`src/core/nvc_pkg.sv`:
```
// Shared constants and types for the host-side nonvolatile SRAM controller
package nvc_pkg;

   ////////////////////////////////////////////////////////////////////////////
   // Geometry
   localparam int ADDR_W    = 15;
   localparam int DATA_W    = 8;
   localparam int MEM_BYTES = 32768;     // 2**ADDR_W bytes
   localparam int MATCH_W   = 14;        // Address bits the device compares
   localparam int CNT_W     = 19;        // Wide enough for the store wait

   ////////////////////////////////////////////////////////////////////////////
   // Times as printed, then in ref_clk cycles
   localparam int CLK_PERIOD_NS = 25;    // ref_clk at 40 MHz
   localparam int STROBE_NS     = 30;    // Chip select low width, slow grade
   localparam int ACCESS_NS     = 45;    // Chip select access, slow grade
   localparam int CYCLE_NS      = 45;    // Initiation cycle time, slow grade
   localparam int REQ_PULSE_NS  = 20;    // request_pulse_width
   localparam int BUSY_NS       = 300;   // request_to_busy_time
   localparam int RECOVER_NS    = 700;   // Pin high to inhibit off
   localparam int RECALL_US     = 20;
   localparam int RESTORE_US    = 550;
   localparam int STORE_MS      = 10;

   // Least times round up, longest times round down
   localparam int STROBE_CYC  = (((STROBE_NS > ACCESS_NS) ? STROBE_NS : ACCESS_NS)
                                 + CLK_PERIOD_NS - 1) / CLK_PERIOD_NS;
   localparam int CYCLE_CYC   = (CYCLE_NS + CLK_PERIOD_NS - 1) / CLK_PERIOD_NS;
   localparam int REQ_PULSE_CYC = (REQ_PULSE_NS + CLK_PERIOD_NS - 1) / CLK_PERIOD_NS;
   localparam int BUSY_CYC    = BUSY_NS / CLK_PERIOD_NS;
   localparam int RECOVER_CYC = RECOVER_NS / CLK_PERIOD_NS;
   localparam int RECALL_CYC  = (RECALL_US * 1000) / CLK_PERIOD_NS;
   localparam int RESTORE_CYC = (RESTORE_US * 1000) / CLK_PERIOD_NS;
   localparam int STORE_CYC   = (STORE_MS * 1000000) / CLK_PERIOD_NS;

   ////////////////////////////////////////////////////////////////////////////
   // Unlock sequence addresses
   localparam logic [ADDR_W-1:0] SEQ_ADDR_0      = 15'h0e38;
   localparam logic [ADDR_W-1:0] SEQ_ADDR_1      = 15'h31c7;
   localparam logic [ADDR_W-1:0] SEQ_ADDR_2      = 15'h03e0;
   localparam logic [ADDR_W-1:0] SEQ_ADDR_3      = 15'h3c1f;
   localparam logic [ADDR_W-1:0] SEQ_ADDR_4      = 15'h303f;
   localparam logic [ADDR_W-1:0] SEQ_ADDR_STORE  = 15'h0fc0;
   localparam logic [ADDR_W-1:0] SEQ_ADDR_RECALL = 15'h0c63;
   localparam logic [2:0]        SEQ_LAST        = 3'h5;

   ////////////////////////////////////////////////////////////////////////////
   // Types
   typedef enum logic [2:0] {
      NVC_CMD_READ      = 3'h0,
      NVC_CMD_WRITE     = 3'h1,
      NVC_CMD_SW_STORE  = 3'h2,
      NVC_CMD_SW_RECALL = 3'h3,
      NVC_CMD_HW_STORE  = 3'h4
   } nvc_cmd_type;

   typedef struct packed {
      nvc_cmd_type         cmd;
      logic [ADDR_W-1:0]   addr;
      logic [DATA_W-1:0]   wdata;
   } nvc_req_type;

   typedef struct packed {
      logic                chip_sel_n;
      logic                write_n;
      logic                out_gate_n;
      logic [ADDR_W-1:0]   addr;
   } nvc_pins_type;

   localparam nvc_pins_type PINS_IDLE = '{chip_sel_n: 1'b1, write_n: 1'b1,
                                          out_gate_n: 1'b1, addr: 15'h0000};

   // Step address of the six-read sequence; top address bit always zero
   function automatic logic [ADDR_W-1:0] seq_addr(input logic [2:0] idx,
                                                  input logic       recall);
      logic [ADDR_W-1:0] a;
      a = SEQ_ADDR_0;
      unique case (idx)
         3'h0:    a = SEQ_ADDR_0;
         3'h1:    a = SEQ_ADDR_1;
         3'h2:    a = SEQ_ADDR_2;
         3'h3:    a = SEQ_ADDR_3;
         3'h4:    a = SEQ_ADDR_4;
         default: a = recall ? SEQ_ADDR_RECALL : SEQ_ADDR_STORE;
      endcase
      return a;
   endfunction

endpackage

```
`src/core/nvc_cycle.sv`:
```
// One chip-select-controlled read or write cycle on the memory pins
`timescale 1ns/1ps
module nvc_cycle (
   input  wire logic                        ref_clk,
   input  wire logic                        sys_rst,
   input  wire logic                        start,
   input  wire logic                        is_write,
   input  wire logic [nvc_pkg::ADDR_W-1:0]  addr,
   input  wire logic [nvc_pkg::DATA_W-1:0]  wdata,
   input  wire logic [nvc_pkg::DATA_W-1:0]  data_in,
   output nvc_pkg::nvc_pins_type            pins,
   output logic      [nvc_pkg::DATA_W-1:0]  data_out,
   output logic                             data_oe,
   output logic      [nvc_pkg::DATA_W-1:0]  rdata,
   output logic                             done
);

   typedef enum logic [1:0] {
      CYC_IDLE   = 2'b00,
      CYC_SETUP  = 2'b01,
      CYC_STROBE = 2'b11,
      CYC_HOLD   = 2'b10
   } nvc_cyc_type;

   nvc_cyc_type state_q;
   logic [1:0]  cnt_q;
   logic        wr_q;

   ////////////////////////////////////////////////////////////////////////////
   // Pin sequencing: address first, strobe second, address held past release
   always_ff @(posedge ref_clk) begin
      if (sys_rst) begin
         state_q <= CYC_IDLE;
         cnt_q   <= 2'h0;
         wr_q    <= 1'b0;
         pins    <= nvc_pkg::PINS_IDLE;
         done    <= 1'b0;
      end else begin
         done <= 1'b0;
         unique case (state_q)
            CYC_IDLE: begin
               if (start) begin
                  state_q   <= CYC_SETUP;
                  wr_q      <= is_write;
                  pins.addr <= addr;
               end
            end
            CYC_SETUP: begin
               state_q         <= CYC_STROBE;
               cnt_q           <= 2'(nvc_pkg::STROBE_CYC - 1);
               pins.chip_sel_n <= 1'b0;
               pins.write_n    <= ~wr_q;
               pins.out_gate_n <= wr_q;
            end
            CYC_STROBE: begin
               if (cnt_q == 2'h0) begin
                  state_q         <= CYC_HOLD;
                  pins.chip_sel_n <= 1'b1;
                  pins.write_n    <= 1'b1;
                  pins.out_gate_n <= 1'b1;
               end else begin
                  cnt_q <= cnt_q - 2'h1;
               end
            end
            CYC_HOLD: begin
               // Extra idle cycle keeps the next strobe off the cycle time
               state_q <= CYC_IDLE;
               done    <= 1'b1;
            end
         endcase
      end
   end

   ////////////////////////////////////////////////////////////////////////////
   // Data lanes: drive from setup to hold so data covers the strobe edge
   always_ff @(posedge ref_clk) begin
      if (sys_rst) begin
         data_out <= 8'h00;
         data_oe  <= 1'b0;
         rdata    <= 8'h00;
      end else begin
         if (state_q == CYC_IDLE && start) begin
            data_out <= wdata;
            data_oe  <= is_write;
         end else if (state_q == CYC_HOLD) begin
            data_oe  <= 1'b0;
         end
         // Sampled as the strobe rises, a full access time after it fell
         if (state_q == CYC_STROBE && cnt_q == 2'h0 && !wr_q) begin
            rdata <= data_in;
         end
      end
   end
endmodule

```
`src/core/nvc_host.sv`:
```
// Host controller driving a nonvolatile SRAM through its pins
// Function
// - Host holds address stable through each write until select or strobe rises.
// - Host keeps output gate high during writes; device tristates anyway.
// - Six select-clocked reads 0E38,31C7,03E0,3C1F,303F,0FC0 start software store.
// - Same five then 0C63 starts recall, finished within 20 us.
// - Host keeps write strobe high through all six sequence cycles.
// - Store pin request held low at least 20 ns.
// - Sequence reads are select-controlled with cycle time at least 35/45 ns.
`timescale 1ns/1ps
module nvc_host #(
   parameter int unsigned STORE_CYCLES   = nvc_pkg::STORE_CYC,
   parameter int unsigned RESTORE_CYCLES = nvc_pkg::RESTORE_CYC
) (
   input  wire logic                        ref_clk,
   input  wire logic                        sys_rst,
   input  wire logic                        cmd_valid,
   input  wire nvc_pkg::nvc_req_type        cmd_req,
   output logic                             cmd_ready,
   output logic                             cmd_done,
   output logic                             rsp_valid,
   output logic      [nvc_pkg::DATA_W-1:0]  rsp_rdata,
   output nvc_pkg::nvc_pins_type            mem_pins,
   input  wire logic [nvc_pkg::DATA_W-1:0]  data_pins_in,
   output logic      [nvc_pkg::DATA_W-1:0]  data_pins_out,
   output logic                             data_pins_oe,
   input  wire logic                        hw_store_busy_n_in,
   output logic                             hw_store_busy_n_out,
   output logic                             hw_store_busy_n_oe
);

   typedef enum logic [2:0] {
      ST_BOOT     = 3'b000,
      ST_IDLE     = 3'b001,
      ST_ACCESS   = 3'b011,
      ST_SEQ      = 3'b010,
      ST_NV_WAIT  = 3'b110,
      ST_HW_PULL  = 3'b111,
      ST_HW_WATCH = 3'b101,
      ST_RECOVER  = 3'b100
   } nvc_state_type;

   localparam int CW = nvc_pkg::CNT_W;

   nvc_state_type        state_q;
   logic [CW-1:0]        wait_q;
   logic [2:0]           seq_idx_q;
   logic                 recall_q;
   nvc_pkg::nvc_req_type req_q;
   logic                 issue_q;
   logic                 cyc_done;
   logic [7:0]           cyc_rdata;
   logic [14:0]          issue_addr;

   // Sequence steps never set the top address bit
   assign issue_addr = (state_q == ST_SEQ) ? nvc_pkg::seq_addr(seq_idx_q, recall_q)
                                           : req_q.addr;

   ////////////////////////////////////////////////////////////////////////////
   // Pin cycle engine
   nvc_cycle u_cycle (
      .ref_clk  (ref_clk),
      .sys_rst  (sys_rst),
      .start    (issue_q),
      .is_write ((state_q == ST_ACCESS) && (req_q.cmd == nvc_pkg::NVC_CMD_WRITE)),
      .addr     (issue_addr),
      .wdata    (req_q.wdata),
      .data_in  (data_pins_in),
      .pins     (mem_pins),
      .data_out (data_pins_out),
      .data_oe  (data_pins_oe),
      .rdata    (cyc_rdata),
      .done     (cyc_done)
   );

   ////////////////////////////////////////////////////////////////////////////
   // Sequencer; the device gets no access while it is busy or recovering
   always_ff @(posedge ref_clk) begin
      if (sys_rst) begin
         state_q            <= ST_BOOT;
         wait_q             <= CW'(RESTORE_CYCLES - 1);
         seq_idx_q          <= 3'h0;
         recall_q           <= 1'b0;
         req_q              <= '0;
         issue_q            <= 1'b0;
         cmd_ready          <= 1'b0;
         hw_store_busy_n_oe <= 1'b0;
      end else begin
         issue_q <= 1'b0;
         unique case (state_q)
            ST_BOOT: begin
               // Power-up recall may still be running after our reset
               if (wait_q == '0) begin
                  state_q   <= ST_IDLE;
                  cmd_ready <= 1'b1;
               end else begin
                  wait_q <= wait_q - CW'(1);
               end
            end
            ST_IDLE: begin
               if (!hw_store_busy_n_in) begin
                  // Device-started store: wait for the pin, then recover
                  state_q   <= ST_HW_WATCH;
                  wait_q    <= '0;
                  cmd_ready <= 1'b0;
               end else if (cmd_valid && cmd_ready) begin
                  req_q     <= cmd_req;
                  cmd_ready <= 1'b0;
                  unique case (cmd_req.cmd)
                     nvc_pkg::NVC_CMD_READ, nvc_pkg::NVC_CMD_WRITE: begin
                        state_q <= ST_ACCESS;
                        issue_q <= 1'b1;
                     end
                     nvc_pkg::NVC_CMD_SW_STORE, nvc_pkg::NVC_CMD_SW_RECALL: begin
                        state_q   <= ST_SEQ;
                        seq_idx_q <= 3'h0;
                        recall_q  <= (cmd_req.cmd == nvc_pkg::NVC_CMD_SW_RECALL);
                        issue_q   <= 1'b1;
                     end
                     default: begin
                        state_q            <= ST_HW_PULL;
                        wait_q             <= CW'(nvc_pkg::REQ_PULSE_CYC - 1);
                        hw_store_busy_n_oe <= 1'b1;
                     end
                  endcase
               end
            end
            ST_ACCESS: begin
               if (cyc_done) begin
                  state_q   <= ST_IDLE;
                  cmd_ready <= 1'b1;
               end
            end
            ST_SEQ: begin
               // Back-to-back reads only, nothing interleaved
               if (cyc_done) begin
                  if (seq_idx_q == nvc_pkg::SEQ_LAST) begin
                     state_q <= ST_NV_WAIT;
                     wait_q  <= recall_q ? CW'(nvc_pkg::RECALL_CYC - 1)
                                         : CW'(STORE_CYCLES - 1);
                  end else begin
                     seq_idx_q <= seq_idx_q + 3'h1;
                     issue_q   <= 1'b1;
                  end
               end
            end
            ST_NV_WAIT: begin
               if (wait_q == '0) begin
                  state_q   <= ST_IDLE;
                  cmd_ready <= 1'b1;
               end else begin
                  wait_q <= wait_q - CW'(1);
               end
            end
            ST_HW_PULL: begin
               if (wait_q == '0) begin
                  state_q            <= ST_HW_WATCH;
                  wait_q             <= CW'(nvc_pkg::BUSY_CYC);
                  hw_store_busy_n_oe <= 1'b0;
               end else begin
                  wait_q <= wait_q - CW'(1);
               end
            end
            ST_HW_WATCH: begin
               // Give busy time to appear, then wait for the release
               if (wait_q != '0) begin
                  wait_q <= wait_q - CW'(1);
               end else if (hw_store_busy_n_in) begin
                  state_q <= ST_RECOVER;
                  wait_q  <= CW'(nvc_pkg::RECOVER_CYC - 1);
               end
            end
            ST_RECOVER: begin
               if (wait_q == '0) begin
                  state_q   <= ST_IDLE;
                  cmd_ready <= 1'b1;
               end else begin
                  wait_q <= wait_q - CW'(1);
               end
            end
         endcase
      end
   end

   ////////////////////////////////////////////////////////////////////////////
   // Open-drain store pin only ever pulls low
   always_ff @(posedge ref_clk) begin
      if (sys_rst) begin
         hw_store_busy_n_out <= 1'b0;
      end else begin
         hw_store_busy_n_out <= 1'b0;
      end
   end

   ////////////////////////////////////////////////////////////////////////////
   // Answers to the command port
   always_ff @(posedge ref_clk) begin
      if (sys_rst) begin
         rsp_valid <= 1'b0;
         rsp_rdata <= 8'h00;
         cmd_done  <= 1'b0;
      end else begin
         rsp_valid <= cyc_done && state_q == ST_ACCESS &&
                      req_q.cmd == nvc_pkg::NVC_CMD_READ;
         rsp_rdata <= cyc_rdata;
         cmd_done  <= (state_q == ST_ACCESS && cyc_done) ||
                      (state_q != ST_IDLE && state_q != ST_BOOT &&
                       state_q != ST_ACCESS && state_q != ST_SEQ &&
                       state_q != ST_HW_PULL && state_q != ST_HW_WATCH &&
                       wait_q == '0);
      end
   end
endmodule

```
`config.mk`:
```
export PLATFORM = sky130hd
export DESIGN_NAME = nvc_host
export DESIGN_NICKNAME = d
export VERILOG_FILES = /design/src/core/nvc_pkg.sv /design/src/core/nvc_cycle.sv /design/src/core/nvc_host.sv
export SDC_FILE = /design/constraint.sdc
export NUM_CORES = 1
export LEC_CHECK = 0
export BUFFER_PORTS_ARGS = -buffer_cell sky130_fd_sc_hd__buf_4
export CORE_MARGIN = 2
export CORE_UTILIZATION = 51
export CTS_CLUSTER_DIAMETER = 30
export DETAILED_ROUTE_END_ITERATION = 8
export HOLD_SLACK_MARGIN = 0.02
export PLACE_DENSITY = 0.76
export SYNTH_ARGS = -nofsm -noshare
export SYNTH_HDL_FRONTEND = slang
export SYNTH_HIERARCHICAL = 1
export SYNTH_SLANG_ARGS = --single-unit
```
`constraint.sdc`:
```
create_clock -name ref_clk -period 2.69 [get_ports ref_clk]
set_clock_uncertainty 0.05 [all_clocks]
set_input_delay 0.4035 -clock ref_clk [delete_from_list [all_inputs] [get_ports ref_clk]]
set_output_delay 0.4035 -clock ref_clk [all_outputs]
set_load 0.1 [all_outputs]
```
### Yosys cells after proc, flatten, opt, wreduce, memory -nomap -nowiden

Index checks and enable logic that the tools add are counted.

| word-level totals | value |
|---|---|
| bits in registers | 106 |
| latch bits | 0 |
| memory bits (writable) | 0 |
| bits in read-only memories | 0 |
| bits of input ports | 38 |
| output and inout bits | 40 |
| logic and storage cells | 173 |
| memories | 0 |

| operators by class | value |
|---|---|
| add/sub/neg operators | 3 |
| multiply operators | 0 |
| divide/modulo/power cells | 0 |
| order comparisons | 0 |
| equal/unequal tests | 43 |
| shifts and indexed selects | 0 |
| mux-type cells | 57 |
| bitwise logic cells | 1 |
| reduce and logical (&&, ||, !) cells | 45 |

Operators by type and width:

| cell | number |
|---|---|
| $mux W19 | 10 |
| $pmux W19 S5 | 1 |
| $pmux W14 S5 | 1 |
| $mux W3 | 15 |
| $ne A2 B2 Y1 const B | 12 |
| $logic_not A19 Y1 | 1 |
| $reduce_bool A19 Y1 | 1 |
| $sub A19 B1 Y19 const B | 1 |
| $eq A3 B2 Y1 const B | 6 |
| $eq A3 B3 Y1 const B | 6 |
| $pmux W3 S2 | 3 |
| $pmux W3 S6 | 1 |
| $mux W1 | 16 |
| $mux W15 | 1 |
| $ne A3 B3 Y1 const B | 5 |
| $logic_and A1 B1 Y1 | 13 |
| $eq A3 B1 Y1 const B | 4 |
| $logic_not A3 Y1 | 4 |
| $mux W10 | 1 |
| $ne A2 B1 Y1 const B | 4 |
| $pmux W2 S4 | 1 |
| $reduce_and A2 Y1 | 4 |
| $reduce_and A4 Y1 | 2 |
| $reduce_and A8 Y1 | 1 |
| other kinds (24) | 35 |

### Logic depth before layout (Yosys ltp)

Gate-level depths: netlist (run 1).

| logic depth | value |
|---|---|
| depth after elaboration | 8 |
| depth in mapped cells | 9 |
| depth with buffers taken out | 9 |

### By module

The synthesis (run 1) kept the hierarchy.

Modules (own cells, without submodules):

| module | times used | cells each | area an instance (sq um) | sequential area each (sq um) |
|---|---|---|---|---|
| nvc_host | 1 | 424 | 3318.2 | 1301.2 |
| nvc_cycle | 1 | 184 | 1519.0 | 820.8 |

### Worst setup path before layout (run 1)

OpenSTA, ideal clock, no wires.

| timing | value |
|---|---|
| kind | register to register |
| start | reg cmd_ready |
| end | reg wait_q[7] |
| library setup time | 122 ps |
| data arrival time | 2437 ps |
| data required time | 2518 ps |
| slack | 81 ps |
| stages on the path, launching flop included | 7 |
| buffers on the path | 1 |
| clock period less this slack | 2609 ps |
| cell sequence | dfxtp_1 -> nand2_1 -> a32oi_1 -> o311a_1 -> buf_6 -> o21ai_1 -> a221o_1 |

| between the ends | value |
|---|---|
| cells in the longest elaborated chain, start to end | 3 |

RTL lines:

| what | line | RTL |
|---|---|---|
| from (decl) | nvc_host.sv:19 | `output logic cmd_ready,` |
| from (signal assigned) | nvc_host.sv:86 | `cmd_ready <= 1'b0;` |
| from (signal assigned) | nvc_host.sv:95 | `cmd_ready <= 1'b1;` |
| from (signal assigned) | nvc_host.sv:105 | `cmd_ready <= 1'b0;` |
| $logic_and A1 B1 Y1 | nvc_host.sv:106 | `end else if (cmd_valid && cmd_ready) begin` |
| $ne A3 B3 Y1 (no line) | -- |  |
| $reduce_and A7 Y1 (no line) | -- |  |
| to (signal assigned) | nvc_host.sv:97 | `wait_q <= wait_q - CW'(1);` |
| to (signal assigned) | nvc_host.sv:122 | `wait_q <= CW'(nvc_pkg::REQ_PULSE_CYC - 1);` |
| to (signal assigned) | nvc_host.sv:139 | `wait_q <= recall_q ? CW'(nvc_pkg::RECALL_CYC - 1)` |
| to (decl) | nvc_host.sv:46 | `logic [CW-1:0] wait_q;` |

No other way between the ends.
A chain may end at the register's enable or synchronous reset.

### Final worst setup path (run 1)

| timing | value |
|---|---|
| start | reg wait_q[14] |
| end | reg wait_q[3] |

| between the ends | value |
|---|---|
| cells in the longest elaborated chain, start to end | 3 |
| elaborated cells on any way between the ends | 8 |
| those cells by class | eq/ne: 2; mux: 3; reduce/logical: 3 |

RTL lines:

| what | line | RTL |
|---|---|---|
| from (signal assigned) | nvc_host.sv:81 | `wait_q <= CW'(RESTORE_CYCLES - 1);` |
| from (signal assigned) | nvc_host.sv:97 |  |
| from (signal assigned) | nvc_host.sv:122 |  |
| $reduce_bool A19 Y1 / $logic_not A19 Y1 (equally long branches) | -- |  |
| $ne A3 B3 Y1 (no line), or another cell as far along | -- |  |
| $reduce_and A7 Y1 (no line) / $pmux W19 S5 (equally long branches) | -- |  |

Parallel ways exist; a longest one is shown, timed or not.

==> summary.md, run 1 <==
| Metric | Value |
|---|---|
| Status | `finished clean` |
| Most common cell after layout, fill and taps aside | `nand2_1` |
| Cts bufs inserted | `9` |
| Via-per-instance ratio | `around 5.5` |
| Residual DRC | `0` |
| Antenna viol nets, final | `0` |
| RSZ-0062 raised after global routing | `no` |
| Worst path required time | `around 2900 ps` |
| Starting DRC count in detailed routing | `between 200 and 300` |
| Cts repair resizes | `0` |
| Total track usage | `0.239` |
| Internal power | `2.66 mW` |
| Maximum vdd ir drop | `between 300 and 400 µV` |
| Drt first pass iters | `5` |
| Combinational group share of total power | `0.287` |
| Buf+Inv Stages, Crit Path | `1` |
| Post-synthesis average cell area | `a little under 8 µm²` |
| Initial Util | `0.523` |
| Ant diodes | `0` |
| Post-synth EDFFs | `0` |
| Post-CTS Setup Bufs | `0` |
| Synth top area share | `0.439` |
| Period minus WS final | `approximately 2600 ps` |
| DR vias | `~4,500` |
| Worst-Skew Late Latency | `around 380 ps` |
| Routed wire length | `11,900 µm` |
| Clock sink total | `approximately 110` |
| Synth Net Count | `655` |
| TritonCTS clock tree | `built` |
| Final Hold Fails | `0` |
| Netlist cell types | `between 60 and 70` |
| Grt total ovfl | `0` |
| Warnings from Yosys | `6` |
| Cell family with most CP delay | `simple AND/OR/NAND/NOR gates` |
| Placeable Area | `between 9000 and 10,000 µm²` |
| Reg area | `2120 µm²` |
| Layout cell share with drive strength beyond 1 | `0.196` |
| Setup-failing EPs final | `0` |
| PortBufs | `76` |
| # fillers | `roughly 810` |
| Die Span Y | `101 µm` |
| Crit end category | `register` |
| Crit path DAT | `between 2000 and 3000 ps` |
| Critical path launch point type | `register` |
| Nets | `722` |
| Syn Inst Count | `approximately 610` |
| Flops & latches, synth | `106` |
| Vias in the first global route | `roughly 4,200` |
| Clock share of power | `0.258` |
| Crit-path max cell delay | `~590 ps` |
| CP cell instances | `or4_1, or4_4, o311a_4, buf_4, a221o_1` |
| Final period util | `0.958` |
| Sw Ratio | `0.349` |
| Ports | `78` |
| Clk buf depth | `2` |
| Maxcap violations | `0` |
| Leak pwr | `between 2 and 2.5 nW` |
| HP Class | `in2reg` |
| Die extent in x | `roughly 100 µm` |
| Site Rows | `35` |
| HPWL after detailed placement | `8340 µm` |
| Most frequent cells in the layout | `138 x nand2_1, 106 x dfxtp_1, 97 x buf_4, 84 x a21oi_1, 37 x nor2_1` |
| Initial antenna violation count | `0` |
| Multi-input combinational cell area | `2480 µm²` |
| CP max-delay cell | `or4_4` |
| Max Freq | `between 0.3 and 0.4 GHz` |
| Power per cell area | `around 710 nW/µm²` |
| Register share of total power | `0.455` |
| Post-synthesis sequential area ratio | `0.439` |
| Switch Pwr | `approximately 1.4 mW` |
| Worst hold margin | `204 ps` |
| Crit Path Class | `reg2reg` |
| Slew margin rel. | `0.451` |
| CTS root buffer | `clkbuf_8` |
| Post-synth top flop | `dfxtp_1` |
| Setup tns final | `0 ps` |
| Die ar. | `around 10,000 µm²` |
| Crit Path Max Fanout | `10` |
| Hold_buf cts | `0` |
| Clk pin slew, worst setup/hold paths | `~110 ps` |
| Actual slew at the worst max-slew pin | `approximately 800 ps` |
| Wire per inst | `between 10 and 15 µm` |
| Fraction of registers with async set/reset | `0` |
| Largest net degree at the start of global routing | `38` |
| Cell taking the most area after synthesis | `dfxtp_1` |
| GP Congestion | `0.892` |
| P&R area growth vs syn | `19.2%` |
| Synth area leaders | `dfxtp_1 44%, nand2_1 11%, a21oi_1 8.7%` |
| H-tree lvl count | `3` |
| First-pass GRT wire length | `19,600 µm` |
| Mapped Area | `4840 µm²` |
| Max Slew Vio Count | `0` |
[flip-flops by register name, indices dropped and copies added, names as in the netlist, 2 cells and up]
signal            count
req_q                26
wait_q               19
u_cycle/pins         18
rsp_rdata             8
u_cycle/data_out      8
u_cycle/rdata         8
seq_idx_q             3
state_q               3
u_cycle/cnt_q         2
u_cycle/state_q       2
[cells in the mapped netlist, drive strengths merged, types with 9 or more instances]
cell type	number
nand2	138
dfxtp	106
a21oi	86
nor2	39
o21ai	30
clkbuf	28
inv	15
nor2b	15
nand3	14
buf	13
nor3	13
nor4	10
ha	9
[stage by stage]
step / setup slack, ps / utilization / power, mW / cells / cell area (µm²)
floorplan: 80.7 / - / 2.69 / 608 / 4840
global route: 6.80 / 0.624 / 4.29 / 809 / 5760
detailed placement: 96.1 / 0.598 / 3.03 / 793 / 5530
CTS: 71.1 / 0.622 / 4.07 / 809 / 5740
global placement: 153 / 0.598 / 2.99 / 793 / 5530
finish: 114 / 0.624 / 4.09 / 809 / 5760
[routing by layer]
layer	up-vias	track usage	part of all wire
li1	2231	-	-
met1	2099	0.313	0.44
met2	138	0.399	0.49
met3	18	0.0373	0.056
met4	0	0.0904	0.014
met5	-	0	0
[kinds of logic (layout without fill, tap and decap cells)]
kind of cell / after synthesis / count (layout) / synth area share
AOI/OAI and AO/OA: 162 / 162 / 0.204
muxes: 7 / 7 / 0.0147
buffers and inverters: 56 / 128 / 0.0548
other: 1 / 1 / 0.000775
and+or+nand+nor: 261 / 261 / 0.252
xor gates and xnor gates: 6 / 6 / 0.0109
DFF: 106 / 106 / 0.439
adders and majority gates: 9 / 9 / 0.0233
[path summary, 6_finish.rpt]
path	start	endpoint	slack, ps	cells after the start
worst max-delay path	wait_q[14]$_SDFFE_PP1P_	wait_q[3]$_SDFFE_PP1P_	110	5
worst min-delay path	data_pins_in[5]	u_cycle/rdata[5]$_SDFFE_PP0P_	200	3
worst max register to register	wait_q[14]$_SDFFE_PP1P_	wait_q[3]$_SDFFE_PP1P_	110	5
worst min register to register	u_cycle/rdata[1]$_SDFFE_PP0P_	u_cycle/rdata[1]$_SDFFE_PP0P_	410	2
[worst reg2reg max path, stage by stage (launching register included)]
cell and delay (ps):
dfxtp_1 370, or4_1 550, or4_4 590, o311a_4 420, buf_4 190, a221o_1 320
[power by group through the flow]
stage               logic (mW)  registers [mW]  clock network (mW)
finish                    1.18            1.86                1.06
global route              1.28            1.88                1.13
floorplan                0.814            1.87                   0
detailed placement        1.15            1.88                   0
global placement          1.12            1.87                   0
CTS                       1.15            1.85                1.07
[cell type report]
class	count	share of cell area
Inverter	15	0.00977
Clock buffer	10	0.0239
Timing Repair Buffer	97	0.126
Multi-Input combinational cell	446	0.430
Tap cell	129	0.0280
Sequential cell	106	0.368
Clock inverter	6	0.0139
Power figures use the tool's default switching activity.
==> run 2: changes to the inputs <==
--- a/config.mk
+++ b/config.mk
@@ -7,11 +7,12 @@
 export LEC_CHECK = 0
 export BUFFER_PORTS_ARGS = -buffer_cell sky130_fd_sc_hd__buf_4
 export CORE_MARGIN = 2
-export CORE_UTILIZATION = 51
+export CORE_UTILIZATION = 55
 export CTS_CLUSTER_DIAMETER = 30
 export DETAILED_ROUTE_END_ITERATION = 8
 export HOLD_SLACK_MARGIN = 0.02
-export PLACE_DENSITY = 0.76
+export PLACE_DENSITY = 0.78
+export REMOVE_ABC_BUFFERS = 1
 export SYNTH_ARGS = -nofsm -noshare
 export SYNTH_HDL_FRONTEND = slang
 export SYNTH_HIERARCHICAL = 1
==> constraint.sdc (replaced) <==
create_clock -name ref_clk -period 3 [get_ports ref_clk]
set_clock_uncertainty 0.05 [all_clocks]
set_input_delay 0.45 -clock ref_clk [delete_from_list [all_inputs] [get_ports ref_clk]]
set_output_delay 0.45 -clock ref_clk [all_outputs]
set_load 0.1 [all_outputs]
==> run 2 against run 1 <==
Effect of this change:
- clock power is 18% lower
- utilization is 2.8 points higher
- critical endpoint is now wait_q[8]$_SDFFE_PP1P_
- register-to-register slack better by 210 ps
- final cell count is 3.6% lower
==> summary.md, run 2 (synthesis gave the netlist of run 1 again) <==
| Metric | Value |
|---|---|
| Total power | `between 3 and 4 mW` |
| Crit-path max cell delay | `roughly 580 ps` |
| Worst hold path startpoint | `cmd_req[2]` |
| Crit path DAT | `roughly 2900 ps` |
| Status | `finished clean` |
| Most common cell after layout, fill and taps aside | `nand2_1` |
| RSZ-0062 raised after global routing | `no` |
| Starting DRC count in detailed routing | `approximately 170` |
| Post-CTS Setup Bufs | `0` |
| Site Rows | `34` |
| Crit Path Max Fanout | `7` |
| DR vias | `4,364` |
| Setup-failing EPs final | `0` |
| Cell family with most CP delay | `simple AND/OR/NAND/NOR gates` |
| Worst R2R Path Depth | `5` |
| Initial antenna violation count | `0` |
| Met3 Wirelength | `just over 500 µm` |
| Ant diodes | `0` |
| Worst-Skew Late Latency | `roughly 380 ps` |
| Nets | `between 700 and 800` |
| CP max-delay cell | `or4_4` |
| Die ar. | `about 9600 µm²` |
| Clk buf depth | `2` |
| Critical path launch point type | `register` |
| Cts repair resizes | `0` |
| R2r setup slk | `~330 ps` |
| HP Class | `in2reg` |
| Hold EP | `req_q[2]$_SDFFE_PP0P_` |
| Power per cell area | `between 600 and 700 nW/µm²` |
| Worst path required time | `3210 ps` |
| Via-per-instance ratio | `roughly 5.6` |
| Period minus WS final | `around 2700 ps` |
| Total track usage | `0.234` |
| DP Worst Slack | `346 ps` |
| Largest registers | `req_q: 26 flops, wait_q: 19 flops, u_cycle/pins: 18 flops` |
| Vias in the first global route | `3,967` |
| H-tree lvl count | `3` |
| Most frequent cells in the layout | `138 x nand2_1, 106 x dfxtp_1, 89 x buf_4, 84 x a21oi_1, 37 x nor2_1` |
| Buf+Inv Stages, Crit Path | `1` |
| WL met2 | `roughly 5400 µm` |
| Die extent in x | `97.8 µm` |
| First-pass GRT wire length | `between 15,000 and 20,000 µm` |
| Largest Register | `req_q` |
| Metal-1 WL | `about 5100 µm` |
| Number of flip-flops in the largest register | `26` |
| Ports | `just under 80` |
| Clock sink total | `106` |
| Maximum vdd ir drop | `278 µV` |
| Setup tns final | `0 ps` |
| Residual DRC | `0` |
| Final Hold Fails | `0` |
| Layout cell share with drive strength beyond 1 | `0.182` |
| Wire per inst | `roughly 14 µm` |
| Crit end category | `register` |
| Final period util | `0.891` |
| Max Freq | `0.374 GHz` |
| Max Slew Vio Count | `0` |
| Worst r2r dst | `wait_q[8]$_SDFFE_PP1P_` |
| P&R area growth vs syn | `16.4%` |
| CTS root buffer | `clkbuf_8` |
| R2r startpoint | `wait_q[13]$_SDFFE_PP0P_` |
| Drt first pass iters | `5` |
| Leak pwr | `between 2 and 2.5 nW` |
| Hold Path Depth | `3` |
| TritonCTS clock tree | `built` |
| GP Congestion | `between 0.8 and 0.9` |
| Clk pin slew, worst setup/hold paths | `120 ps` |
| HPWL after detailed placement | `approximately 7600 µm` |
| Maxcap violations | `0` |
| Worst setup margin | `326 ps` |
| Cts bufs inserted | `9` |
| Grt total ovfl | `0` |
| Placeable Area | `around 8600 µm²` |
| DR top layer | `met4` |
| # fillers | `774` |
| Crit Path Class | `reg2reg` |
| CP cell instances | `or4_1, or4_4, o311a_1, buf_4, a221o_1` |
| Die Span Y | `97.8 µm` |
| Largest net degree at the start of global routing | `between 60 and 70` |
| Initial Util | `0.560` |
| Antenna viol nets, final | `0` |
| Routed wire length | `~11,000 µm` |
| Slew margin rel. | `0.347` |
| Actual slew at the worst max-slew pin | `about 1000 ps` |
| PortBufs | `76` |
| Hold_buf cts | `0` |
[run 2: cell types whose count changed in the layout (fill, tap and decap cells not counted), sizes merged]
cell	previous run	this run
inv	17	19
buf	97	89
bufinv	1	0
clkinvlp	1	0
[run 2: worst max path at each step]
stage,from,slack [ps],depth (start not counted),to
3_3_place_gp,wait_q[13]$_SDFFE_PP0P_,400,5,wait_q[3]$_SDFFE_PP1P_
4_1_cts,wait_q[13]$_SDFFE_PP0P_,330,5,wait_q[8]$_SDFFE_PP1P_
3_5_place_dp,wait_q[13]$_SDFFE_PP0P_,350,5,wait_q[3]$_SDFFE_PP1P_
6_report,wait_q[13]$_SDFFE_PP0P_,330,5,wait_q[8]$_SDFFE_PP1P_
2_1_floorplan,state_q[1]$_SDFFE_PP0P_,-350,5,wait_q[6]$_SDFFE_PP1P_
5_1_grt,wait_q[0]$_SDFFE_PP1P_,200,7,wait_q[16]$_SDFFE_PP0P_
[run 2: cell type report]
class | count | area [µm²] | area share
clock buffers | 10 | 138 | 0.0244
clock inverters | 6 | 53.8 | 0.00956
inverters | 15 | 56.3 | 0.0100
multi-input cells | 446 | 2460 | 0.436
flip-flops and latches | 106 | 2120 | 0.377
well taps | 108 | 135 | 0.0240
repair buffers | 89 | 668 | 0.119
[run 2: layer usage]
layer  up-vias  global-route usage
met5         -                   0
met4         0              0.0694
met3        14              0.0508
met2        99               0.388
met1      2034               0.307
li1       2217                   -
[run 2: stage by stage]
stage | std cells | area (µm²) | utilization | hold slack [ps]
after global routing | 780 | 5630 | 0.652 | 253
after detailed placement | 764 | 5440 | 0.630 | 394
after floorplan | 567 | 4630 | - | 369
after CTS | 780 | 5630 | 0.652 | 246
final | 780 | 5630 | 0.652 | 251
after global placement | 764 | 5440 | 0.630 | 387
[run 2: power breakdown]
part / internal [mW] / total, mW / leakage [nW] / switching, mW
registers: 1.52 / 1.68 / 0.857 / 0.166
clock network: 0.343 / 0.864 / 0.101 / 0.521
logic: 0.407 / 0.980 / 1.15 / 0.573
[run 2: worst min-delay path, stage by stage]
cell and delay (ps):
buf_4 110, nand2_1 50, a21oi_1 50
